## src/rtl/dwe_cfg.svh

```systemverilog
// constants for the digital line and wait-event unit
// assumes inclusion by every design file of the block
`ifndef DWE_CFG_SVH
`define DWE_CFG_SVH
`define DWE_PORT_W      8
`define DWE_NUM_PORTS   7
`define DWE_NUM_LINES   56
`define DWE_LINE_SEL_W  6
`define DWE_NUM_TRIG    8
`define DWE_TRIG_SEL_W  3
`define DWE_NUM_USERS   2
`define DWE_TMO_W       32
`define DWE_SLOT_STAR   2
`define DWE_SLOT_W      5
`endif

```

## src/rtl/dwe_pkg.sv

```systemverilog
// types for the digital line and wait-event unit
// assumes dwe_cfg.svh is on the include path
`include "dwe_cfg.svh"
package dwe_pkg;
   typedef enum logic [2:0]
   {
      DWE_WAIT_ANY  = 3'h0,
      DWE_WAIT_FALL = 3'h1,
      DWE_WAIT_HIGH = 3'h2,
      DWE_WAIT_LOW  = 3'h3,
      DWE_WAIT_RISE = 3'h4
   } dwe_wait_kind_t;

   typedef enum logic [1:0]
   {
      DWE_ST_IDLE = 2'h0,
      DWE_ST_WAIT = 2'h1,
      DWE_ST_DONE = 2'h2
   } dwe_state_t;
endpackage : dwe_pkg

```

## src/rtl/dio_wait_event_unit.sv

```systemverilog
// top of the digital line and wait-event unit
// assumes user logic and the line pins share clk_sys; pin levels arrive synchronous
// --------------------------------------------------------------------
// Overview of operation
// - lines are grouped into ports of eight consecutive connector lines
// - any-edge wait stalls until the line toggles or timeout ends
// - falling-edge wait stalls until high to low or timeout ends
// - high-level wait stalls until the line samples high or timeout
// - low-level wait stalls until the line samples low or timeout
// - rising-edge wait stalls until low to high or timeout ends
// - each wait takes a signed timeout counted in clk_sys cycles
// - a zero timeout reports timeout at once
// - a negative timeout waits with no limit
// - a positive timeout limits the wait to that many cycles
// - separate set-output and set-enable operations for lines and triggers
// - the 10 MHz reference is an input only for user logic
// - in slot two left local bus lines act as star triggers
// - each port is arbitrated between two users by a per-port owner bit; line and trigger writes are not
// - digital operations complete within one clock cycle
// --------------------------------------------------------------------
`timescale 1ns/1ps
`default_nettype none
`include "dwe_cfg.svh"
module dio_wait_event_unit
(
   input  wire logic                        clk_sys,
   input  wire logic                        sys_rst,
   // connector pins
   input  wire logic [`DWE_NUM_LINES-1:0]   connector_line_in,
   output logic      [`DWE_NUM_LINES-1:0]   connector_line_out,
   output logic      [`DWE_NUM_LINES-1:0]   connector_line_oe,
   // trigger pins (left local bus / star)
   input  wire logic [`DWE_NUM_TRIG-1:0]    trig_in,
   output logic      [`DWE_NUM_TRIG-1:0]    trig_out,
   output logic      [`DWE_NUM_TRIG-1:0]    trig_oe,
   input  wire logic [`DWE_SLOT_W-1:0]      slot_num,
   output logic                             trig_is_star,
   // backplane reference and its sampled level
   input  wire logic                        ref_clk10_in,
   output logic                             ref_clk10_level,
   // arbitration: per-port owner (0 or 1)
   input  wire logic [`DWE_NUM_PORTS-1:0]   arb_owner,
   // user 0 and user 1 port requests
   input  wire logic [`DWE_NUM_USERS-1:0]   usr_port_wr,
   input  wire logic [`DWE_NUM_USERS-1:0]   usr_port_en_wr,
   input  wire logic [2:0]                  usr_port_sel [`DWE_NUM_USERS],
   input  wire logic [`DWE_PORT_W-1:0]      usr_port_data [`DWE_NUM_USERS],
   // line requests (single user)
   input  wire logic                        line_set_out,
   input  wire logic                        line_set_en,
   input  wire logic [`DWE_LINE_SEL_W-1:0]  line_sel,
   input  wire logic                        line_val,
   input  wire logic                        trig_set_out,
   input  wire logic                        trig_set_en,
   input  wire logic [`DWE_TRIG_SEL_W-1:0]  trig_sel,
   input  wire logic                        trig_val,
   // reads
   input  wire logic [2:0]                  rd_port_sel,
   output logic      [`DWE_PORT_W-1:0]      rd_port_data,
   output logic      [`DWE_NUM_LINES-1:0]   rd_lines,
   // wait operation
   input  wire logic                        wait_start,
   input  wire dwe_pkg::dwe_wait_kind_t     wait_kind,
   input  wire logic [`DWE_LINE_SEL_W-1:0]  wait_line_sel,
   input  wire logic [`DWE_TMO_W-1:0]       wait_timeout,
   output logic                             wait_busy,
   output logic                             wait_done,
   output logic                             wait_timed_out
);
   // ----------------------------------------------------------------
   // output and enable registers
   // ----------------------------------------------------------------
   logic [`DWE_NUM_LINES-1:0] out_val;
   logic [`DWE_NUM_LINES-1:0] out_en;
   logic [`DWE_NUM_TRIG-1:0]  t_val;
   logic [`DWE_NUM_TRIG-1:0]  t_en;
   logic [`DWE_NUM_LINES-1:0] line_sample;
   logic                      wait_line;

   genvar gp;
   generate
      for (gp = 0; gp < `DWE_NUM_PORTS; gp = gp + 1)
      begin : g_port
         logic      u;
         logic      p_wr;
         logic      p_en;
         logic      l_hit;
         logic [`DWE_PORT_W-1:0] d;
         logic [`DWE_PORT_W-1:0] lmask;
         // only the owning user reaches this port
         assign u     = arb_owner[gp];
         assign p_wr  = usr_port_wr[u] && usr_port_sel[u] == 3'(gp);
         assign p_en  = usr_port_en_wr[u] && usr_port_sel[u] == 3'(gp);
         assign d     = usr_port_data[u];
         assign l_hit = (line_sel[5:3] == 3'(gp));
         // each process writes only its own byte, so a line write is merged by mask
         assign lmask = `DWE_PORT_W'(1) << line_sel[2:0];

         always_ff @(posedge clk_sys or posedge sys_rst)
         begin
            if (sys_rst)
               out_val[gp*`DWE_PORT_W +: `DWE_PORT_W] <= '0;
            else if (p_wr)
               out_val[gp*`DWE_PORT_W +: `DWE_PORT_W] <= d;
            else if (line_set_out && l_hit)
               // port and line writes to one port are not merged
               out_val[gp*`DWE_PORT_W +: `DWE_PORT_W] <=
                  (out_val[gp*`DWE_PORT_W +: `DWE_PORT_W] & ~lmask) |
                  ({`DWE_PORT_W{line_val}} & lmask);
         end

         always_ff @(posedge clk_sys or posedge sys_rst)
         begin
            if (sys_rst)
               out_en[gp*`DWE_PORT_W +: `DWE_PORT_W] <= '0;
            else if (p_en)
               out_en[gp*`DWE_PORT_W +: `DWE_PORT_W] <= d;
            else if (line_set_en && l_hit)
               out_en[gp*`DWE_PORT_W +: `DWE_PORT_W] <=
                  (out_en[gp*`DWE_PORT_W +: `DWE_PORT_W] & ~lmask) |
                  ({`DWE_PORT_W{line_val}} & lmask);
         end
      end
   endgenerate

   always_ff @(posedge clk_sys or posedge sys_rst)
   begin
      if (sys_rst)
      begin
         t_val <= '0;
         t_en  <= '0;
      end
      else
      begin
         if (trig_set_out)
            t_val[trig_sel] <= trig_val;
         if (trig_set_en)
            t_en[trig_sel] <= trig_val;
      end
   end

   // ----------------------------------------------------------------
   // pins and read-back
   // ----------------------------------------------------------------
   assign connector_line_out = out_val;
   assign connector_line_oe  = out_en;
   assign trig_out           = t_val;
   assign trig_oe            = t_en;
   assign trig_is_star       = (slot_num == `DWE_SLOT_W'(`DWE_SLOT_STAR));

   // released lines read the pin, driven lines read their own value
   always_ff @(posedge clk_sys or posedge sys_rst)
   begin
      if (sys_rst)
      begin
         line_sample     <= '0;
         ref_clk10_level <= 1'b0;
      end
      else
      begin
         line_sample     <= (connector_line_in & ~out_en) | (out_val & out_en);
         ref_clk10_level <= ref_clk10_in;
      end
   end

   // one-cycle read of a whole port
   always_ff @(posedge clk_sys or posedge sys_rst)
   begin
      if (sys_rst)
         rd_port_data <= '0;
      else
         rd_port_data <= line_sample[rd_port_sel*`DWE_PORT_W +: `DWE_PORT_W];
   end

   assign rd_lines  = line_sample;
   assign wait_line = line_sample[wait_line_sel];

   // ----------------------------------------------------------------
   // wait operation
   // ----------------------------------------------------------------
   dwe_wait_engine u_wait
   (
      .clk_sys   (clk_sys),
      .sys_rst   (sys_rst),
      .start     (wait_start),
      .kind      (wait_kind),
      .timeout   (wait_timeout),
      .line_now  (wait_line),
      .busy      (wait_busy),
      .done      (wait_done),
      .timed_out (wait_timed_out)
   );
endmodule : dio_wait_event_unit
`default_nettype wire

```

## src/rtl/dwe_wait_engine.sv

```systemverilog
// wait engine: watches one sampled line for an edge or level, with timeout
// assumes line_now is already synchronous to clk_sys
`timescale 1ns/1ps
`default_nettype none
`include "dwe_cfg.svh"
module dwe_wait_engine
(
   input  wire logic                    clk_sys,
   input  wire logic                    sys_rst,
   input  wire logic                    start,
   input  wire dwe_pkg::dwe_wait_kind_t kind,
   input  wire logic [`DWE_TMO_W-1:0]   timeout,
   input  wire logic                    line_now,
   output logic                         busy,
   output logic                         done,
   output logic                         timed_out
);
   // ----------------------------------------------------------------
   // state
   // ----------------------------------------------------------------
   dwe_pkg::dwe_state_t     state;
   dwe_pkg::dwe_wait_kind_t kind_q;
   logic [`DWE_TMO_W-1:0]   remain;
   logic                    unlimited;
   logic                    line_prev;
   logic                    hit;

   // edges compare against the level seen the cycle before
   always_comb
   begin
      case (kind_q)
         dwe_pkg::DWE_WAIT_ANY:  hit = line_now ^ line_prev;
         dwe_pkg::DWE_WAIT_FALL: hit = line_prev & ~line_now;
         dwe_pkg::DWE_WAIT_HIGH: hit = line_now;
         dwe_pkg::DWE_WAIT_LOW:  hit = ~line_now;
         dwe_pkg::DWE_WAIT_RISE: hit = ~line_prev & line_now;
         default:                hit = 1'b0;
      endcase
   end

   always_ff @(posedge clk_sys or posedge sys_rst)
   begin
      if (sys_rst)
         line_prev <= 1'b0;
      else
         line_prev <= line_now;
   end

   always_ff @(posedge clk_sys or posedge sys_rst)
   begin
      if (sys_rst)
      begin
         state     <= dwe_pkg::DWE_ST_IDLE;
         kind_q    <= dwe_pkg::DWE_WAIT_ANY;
         remain    <= '0;
         unlimited <= 1'b0;
         timed_out <= 1'b0;
      end
      else
      begin
         case (state)
            dwe_pkg::DWE_ST_IDLE:
            begin
               if (start)
               begin
                  kind_q    <= kind;
                  remain    <= timeout;
                  unlimited <= timeout[`DWE_TMO_W-1];
                  if (timeout == '0)
                  begin
                     timed_out <= 1'b1;
                     state     <= dwe_pkg::DWE_ST_DONE;
                  end
                  else
                  begin
                     timed_out <= 1'b0;
                     state     <= dwe_pkg::DWE_ST_WAIT;
                  end
               end
            end
            dwe_pkg::DWE_ST_WAIT:
            begin
               if (hit)
               begin
                  timed_out <= 1'b0;
                  state     <= dwe_pkg::DWE_ST_DONE;
               end
               else if (!unlimited && remain == `DWE_TMO_W'(1))
               begin
                  timed_out <= 1'b1;
                  state     <= dwe_pkg::DWE_ST_DONE;
               end
               else if (!unlimited)
                  remain <= remain - `DWE_TMO_W'(1);
            end
            dwe_pkg::DWE_ST_DONE:
               state <= dwe_pkg::DWE_ST_IDLE;
            default:
               state <= dwe_pkg::DWE_ST_IDLE;
         endcase
      end
   end

   assign busy = (state != dwe_pkg::DWE_ST_IDLE);
   assign done = (state == dwe_pkg::DWE_ST_DONE);
endmodule : dwe_wait_engine
`default_nettype wire

```

## config.mk

```make
export PLATFORM = sky130hd
export DESIGN_NAME = dio_wait_event_unit
export DESIGN_NICKNAME = d
export VERILOG_FILES = /design/src/rtl/dwe_pkg.sv /design/src/rtl/dio_wait_event_unit.sv /design/src/rtl/dwe_wait_engine.sv
export VERILOG_INCLUDE_DIRS = /design/src /design/src/rtl
export SDC_FILE = /design/constraint.sdc
export NUM_CORES = 1
export LEC_CHECK = 0
export BUFFER_PORTS_ARGS = -buffer_cell sky130_fd_sc_hd__buf_2
export CORE_MARGIN = 2
export CORE_UTILIZATION = 45
export DETAILED_ROUTE_END_ITERATION = 10
export GPL_TIMING_DRIVEN = 1
export PLACE_DENSITY = 0.67
export SLEW_MARGIN = 20
export SYNTH_ARGS = -nofsm -noshare
export SYNTH_HDL_FRONTEND = slang
export SYNTH_SLANG_ARGS = --single-unit
```

## constraint.sdc

```tcl
create_clock -name clk_sys -period 15.3 [get_ports clk_sys]
set_input_delay 1.53 -clock clk_sys [delete_from_list [all_inputs] [get_ports clk_sys]]
set_output_delay 1.53 -clock clk_sys [all_outputs]
set_load 0.01 [all_outputs]
```

==> run summary <==
After clock tree synthesis, the clock-pin slew on the worst setup and hold paths is 0.06 ns. The first detailed-routing pass took 5 iterations. Compared with the post-synthesis result, the final layout area differs by 22.6%. The start-to-end type of the worst setup path is input port to flop. The net count of the finished layout is 1744.

In this run the vertical extent of the chip is 176 um. Routability-driven placement finished with a final weighted congestion of 0.959. For the post-route DRC violation count, the log shows 0. For the pin with the worst max-slew slack, the measured transition is 1.16 ns.

The run gives 0 as the count of final hold-check violations. The flip-flop cell with the highest count after synthesis is sky130_fd_sc_hd__dfrtp_1. Dividing the synthesized area by the synthesized cell count gives 10.5 um2. The count of nets left with antenna violations once routing finished came out at 0.

For the global-route usage over all layers, the log shows 0.303. The worst setup path is launched from an input port. In this run the cell area of the synthesized design comes to 13300 um2. The number of antenna violations at the first check in global routing was 8; the detail-routed via count per cell was 5.99. The library cell used most frequently in the layout, excluding fill and tap cells, is sky130_fd_sc_hd__buf_2. The count of pins over their slew limit came out at 0.

Setup repair after global routing left no endpoint under its margin. The logs give 102 uV for the maximum resistive drop on vdd and 0 for the setup violation total in the final timing report. The worst-skew pair later-pin latency was 0.55 ns.

After detailed routing, the average wire length per cell comes to 24.1 um. Final clock period utilization by the worst path: 0.367. The number of DRC markers in iteration 0 was 1265; the post-cts repair resize count was 0.

Kind of end point of the critical path: a flop. Number of instances in the synthesized netlist: 1257. The run finished with clean final reports. The cell area power density was 161 nW/um2; the final HPWL from detailed placement was 34900 um.

The placement row count was 62; the H-tree depth was 1. In this run, post-CTS hold repair placed 0 buffers. The highest clock frequency the design can meet was 0.178 GHz. For the die area, the log shows 30800 um2. For the worst setup path, the data arrival time is 6.03 ns. The number of register bits inferred by synthesis works out to 233. Of all nets on the critical path, the largest fanout is 25.

The logs give 0.0126 ns for the worst clock skew and 0 ns for the sum of negative setup slack. Once placement finished, the instance area stood at 15300 um2. Buffers added to address setup during post-CTS repair amount to 0. The total number of vias came out at 11900.

The top cell types in the final layout, fill and taps aside, are sky130_fd_sc_hd__buf_2, sky130_fd_sc_hd__dfrtp_1, sky130_fd_sc_hd__mux2i_1. Across the run, the number of max-cap violations was 0. For this design the static power due to leakage is 7.62 nW. The clock sink count was 233. In this run the worst hold path is classified as flop to flop.

Wires add up to 47800 um. The design draws 0.00261 W. The fraction of synthesis flops using an asynchronous set or reset pin is 1.00, and the chip width is 176 um.

The final critical delay including setup and external delays came out at 5.61 ns. Summed over all layers, the global routing overflow is 0. Clock tree synthesis selected as its root buffer the cell sky130_fd_sc_hd__clkbuf_16. The number of flops mapped to enable cells by yosys came out at 0. For this run, the number of Yosys warnings is 0. The clock passes through at most 3 buffers. The logs give 0.503 ns for the post-route worst hold slack and 71000 um for the wire length of the first global-routing pass. The run gives 11500 as the via count of the first global-routing pass. TritonCTS built the clock tree. After floorplanning, the core was sized to cover 28900 um2. Synthesis produced a netlist with a net count of 1426.

The tools report the tightest slew margin relative to the limit as 0.225. The number of buffer cells added on primary ports was 353. The share of final-layout standard cells stronger than drive strength 1 is 0.349, and the largest net degree at the start of global routing is 116. The I/O pin count came out at 362. For the worst endpoint required time, the log shows 15.72 ns.

The sequential fraction of the synthesis area is 0.440, and the number of buffers created by CTS is 28. With fillers left out, the area of the finished cells amounts to 16200 um2. The initial core utilization is 0.459, and the count of unique library cells instantiated by Yosys is 65.
-- power by group --
| group | switching [W] | internal [W] |
|---|---|---|
| logic | 0.000504 | 0.000396 |
| clock network | 0.000276 | 0.000388 |
| registers | 0.000227 | 0.000818 |
| total | 0.00101 | 0.00160 |
-- routing by layer --
metal,up-vias,routed length [um],track usage
li1,5299,-,-
met3,79,4580,0.0649
met2,629,22600,0.492
met5,-,21,0
met4,4,1180,0.0758
met1,5866,19500,0.414
-- cells by family after synthesis --
kind of cell | share of synthesized area
simple gates | 0.136
mux | 0.266
compound gates | 0.124
flops | 0.440
buf+inv | 0.0295
fa+ha+maj | 0.00378
xor+xnor | 0.000661
-- final timing paths --
check,cells after the start,to,slack (ns),startpoint
min reg2reg,1,trig_oe[5]$_DFFE_PP0P_,0.50,trig_oe[5]$_DFFE_PP0P_
max in group asynchronous,4,u_wait.remain[15]$_DFFE_PP0P_,12.05,sys_rst
max,16,u_wait.remain[0]$_DFFE_PP0P_,9.69,wait_line_sel[0]
min in group asynchronous,2,asynchronous set/reset pin,1.11,sys_rst
max reg2reg,15,u_wait.remain[0]$_DFFE_PP0P_,10.79,rd_lines[16]$_DFF_PP0_
min,1,trig_oe[5]$_DFFE_PP0P_,0.50,trig_oe[5]$_DFFE_PP0P_
-- cells in the mapped netlist, types with 7 or more instances --
library cell               instances  area, um2
sky130_fd_sc_hd__dfrtp_1         233       5830
sky130_fd_sc_hd__mux2i_1         205       2050
sky130_fd_sc_hd__nor2_1          117        439
sky130_fd_sc_hd__mux2_2           98       1100
sky130_fd_sc_hd__a21oi_1          90        450
sky130_fd_sc_hd__nand2_1          81        304
sky130_fd_sc_hd__clkbuf_1         64        240
sky130_fd_sc_hd__a21boi_0         34        255
sky130_fd_sc_hd__a311oi_1         33        289
sky130_fd_sc_hd__nand3_1          22        110
sky130_fd_sc_hd__o21ai_0          21        105
sky130_fd_sc_hd__nor3_1           20        100
sky130_fd_sc_hd__mux4_2           16        360
sky130_fd_sc_hd__nor2b_1          16        100
sky130_fd_sc_hd__nor4_1           16        100
sky130_fd_sc_hd__nand2b_1         15       93.8
sky130_fd_sc_hd__inv_1            12       45.0
sky130_fd_sc_hd__or3_1            11       68.8
sky130_fd_sc_hd__o21ai_1          10       50.1
sky130_fd_sc_hd__a22oi_1           9       67.6
sky130_fd_sc_hd__buf_1             9       33.8
sky130_fd_sc_hd__o22ai_1           9       56.3
sky130_fd_sc_hd__o311ai_0          9       78.8
sky130_fd_sc_hd__and2_1            7       43.8
-- stage by stage --
step	utilization	cells	setup WS (ns)
global route	0.563	1981	9.32
detailed placement	0.530	1928	9.13
floorplan	-	1257	7.38
global placement	0.530	1928	9.17
CTS	0.562	1980	9.69
finish	0.563	1984	9.69
-- critical path: stages --
cell and delay (ns):
sky130_fd_sc_hd__buf_2 0.49, sky130_fd_sc_hd__mux4_2 0.58, sky130_fd_sc_hd__mux2_2 0.29, sky130_fd_sc_hd__a22oi_1 0.19
sky130_fd_sc_hd__nand3_1 0.17, sky130_fd_sc_hd__nand2_1 0.17, sky130_fd_sc_hd__inv_1 0.07, sky130_fd_sc_hd__ha_1 0.26
sky130_fd_sc_hd__nor2b_1 0.13, sky130_fd_sc_hd__o32ai_1 0.36, sky130_fd_sc_hd__nor2b_1 0.22, sky130_fd_sc_hd__a211oi_2 0.09
sky130_fd_sc_hd__a32oi_2 0.30, sky130_fd_sc_hd__and3_1 0.84, sky130_fd_sc_hd__o21ai_0 0.17, sky130_fd_sc_hd__o311a_1 0.17
-- area by class of cell --
cell class              instances  area [um2]
well taps                     384         480
diodes                          3        7.51
flip-flops and latches        233        5830
multi-input cells             930        7050
clock buffers                  36         802
inverters                      12        52.6
clock inverters                16         128
fillers                      2614       12600
repair buffers                370        1900
Power figures use the tool's default switching activity.
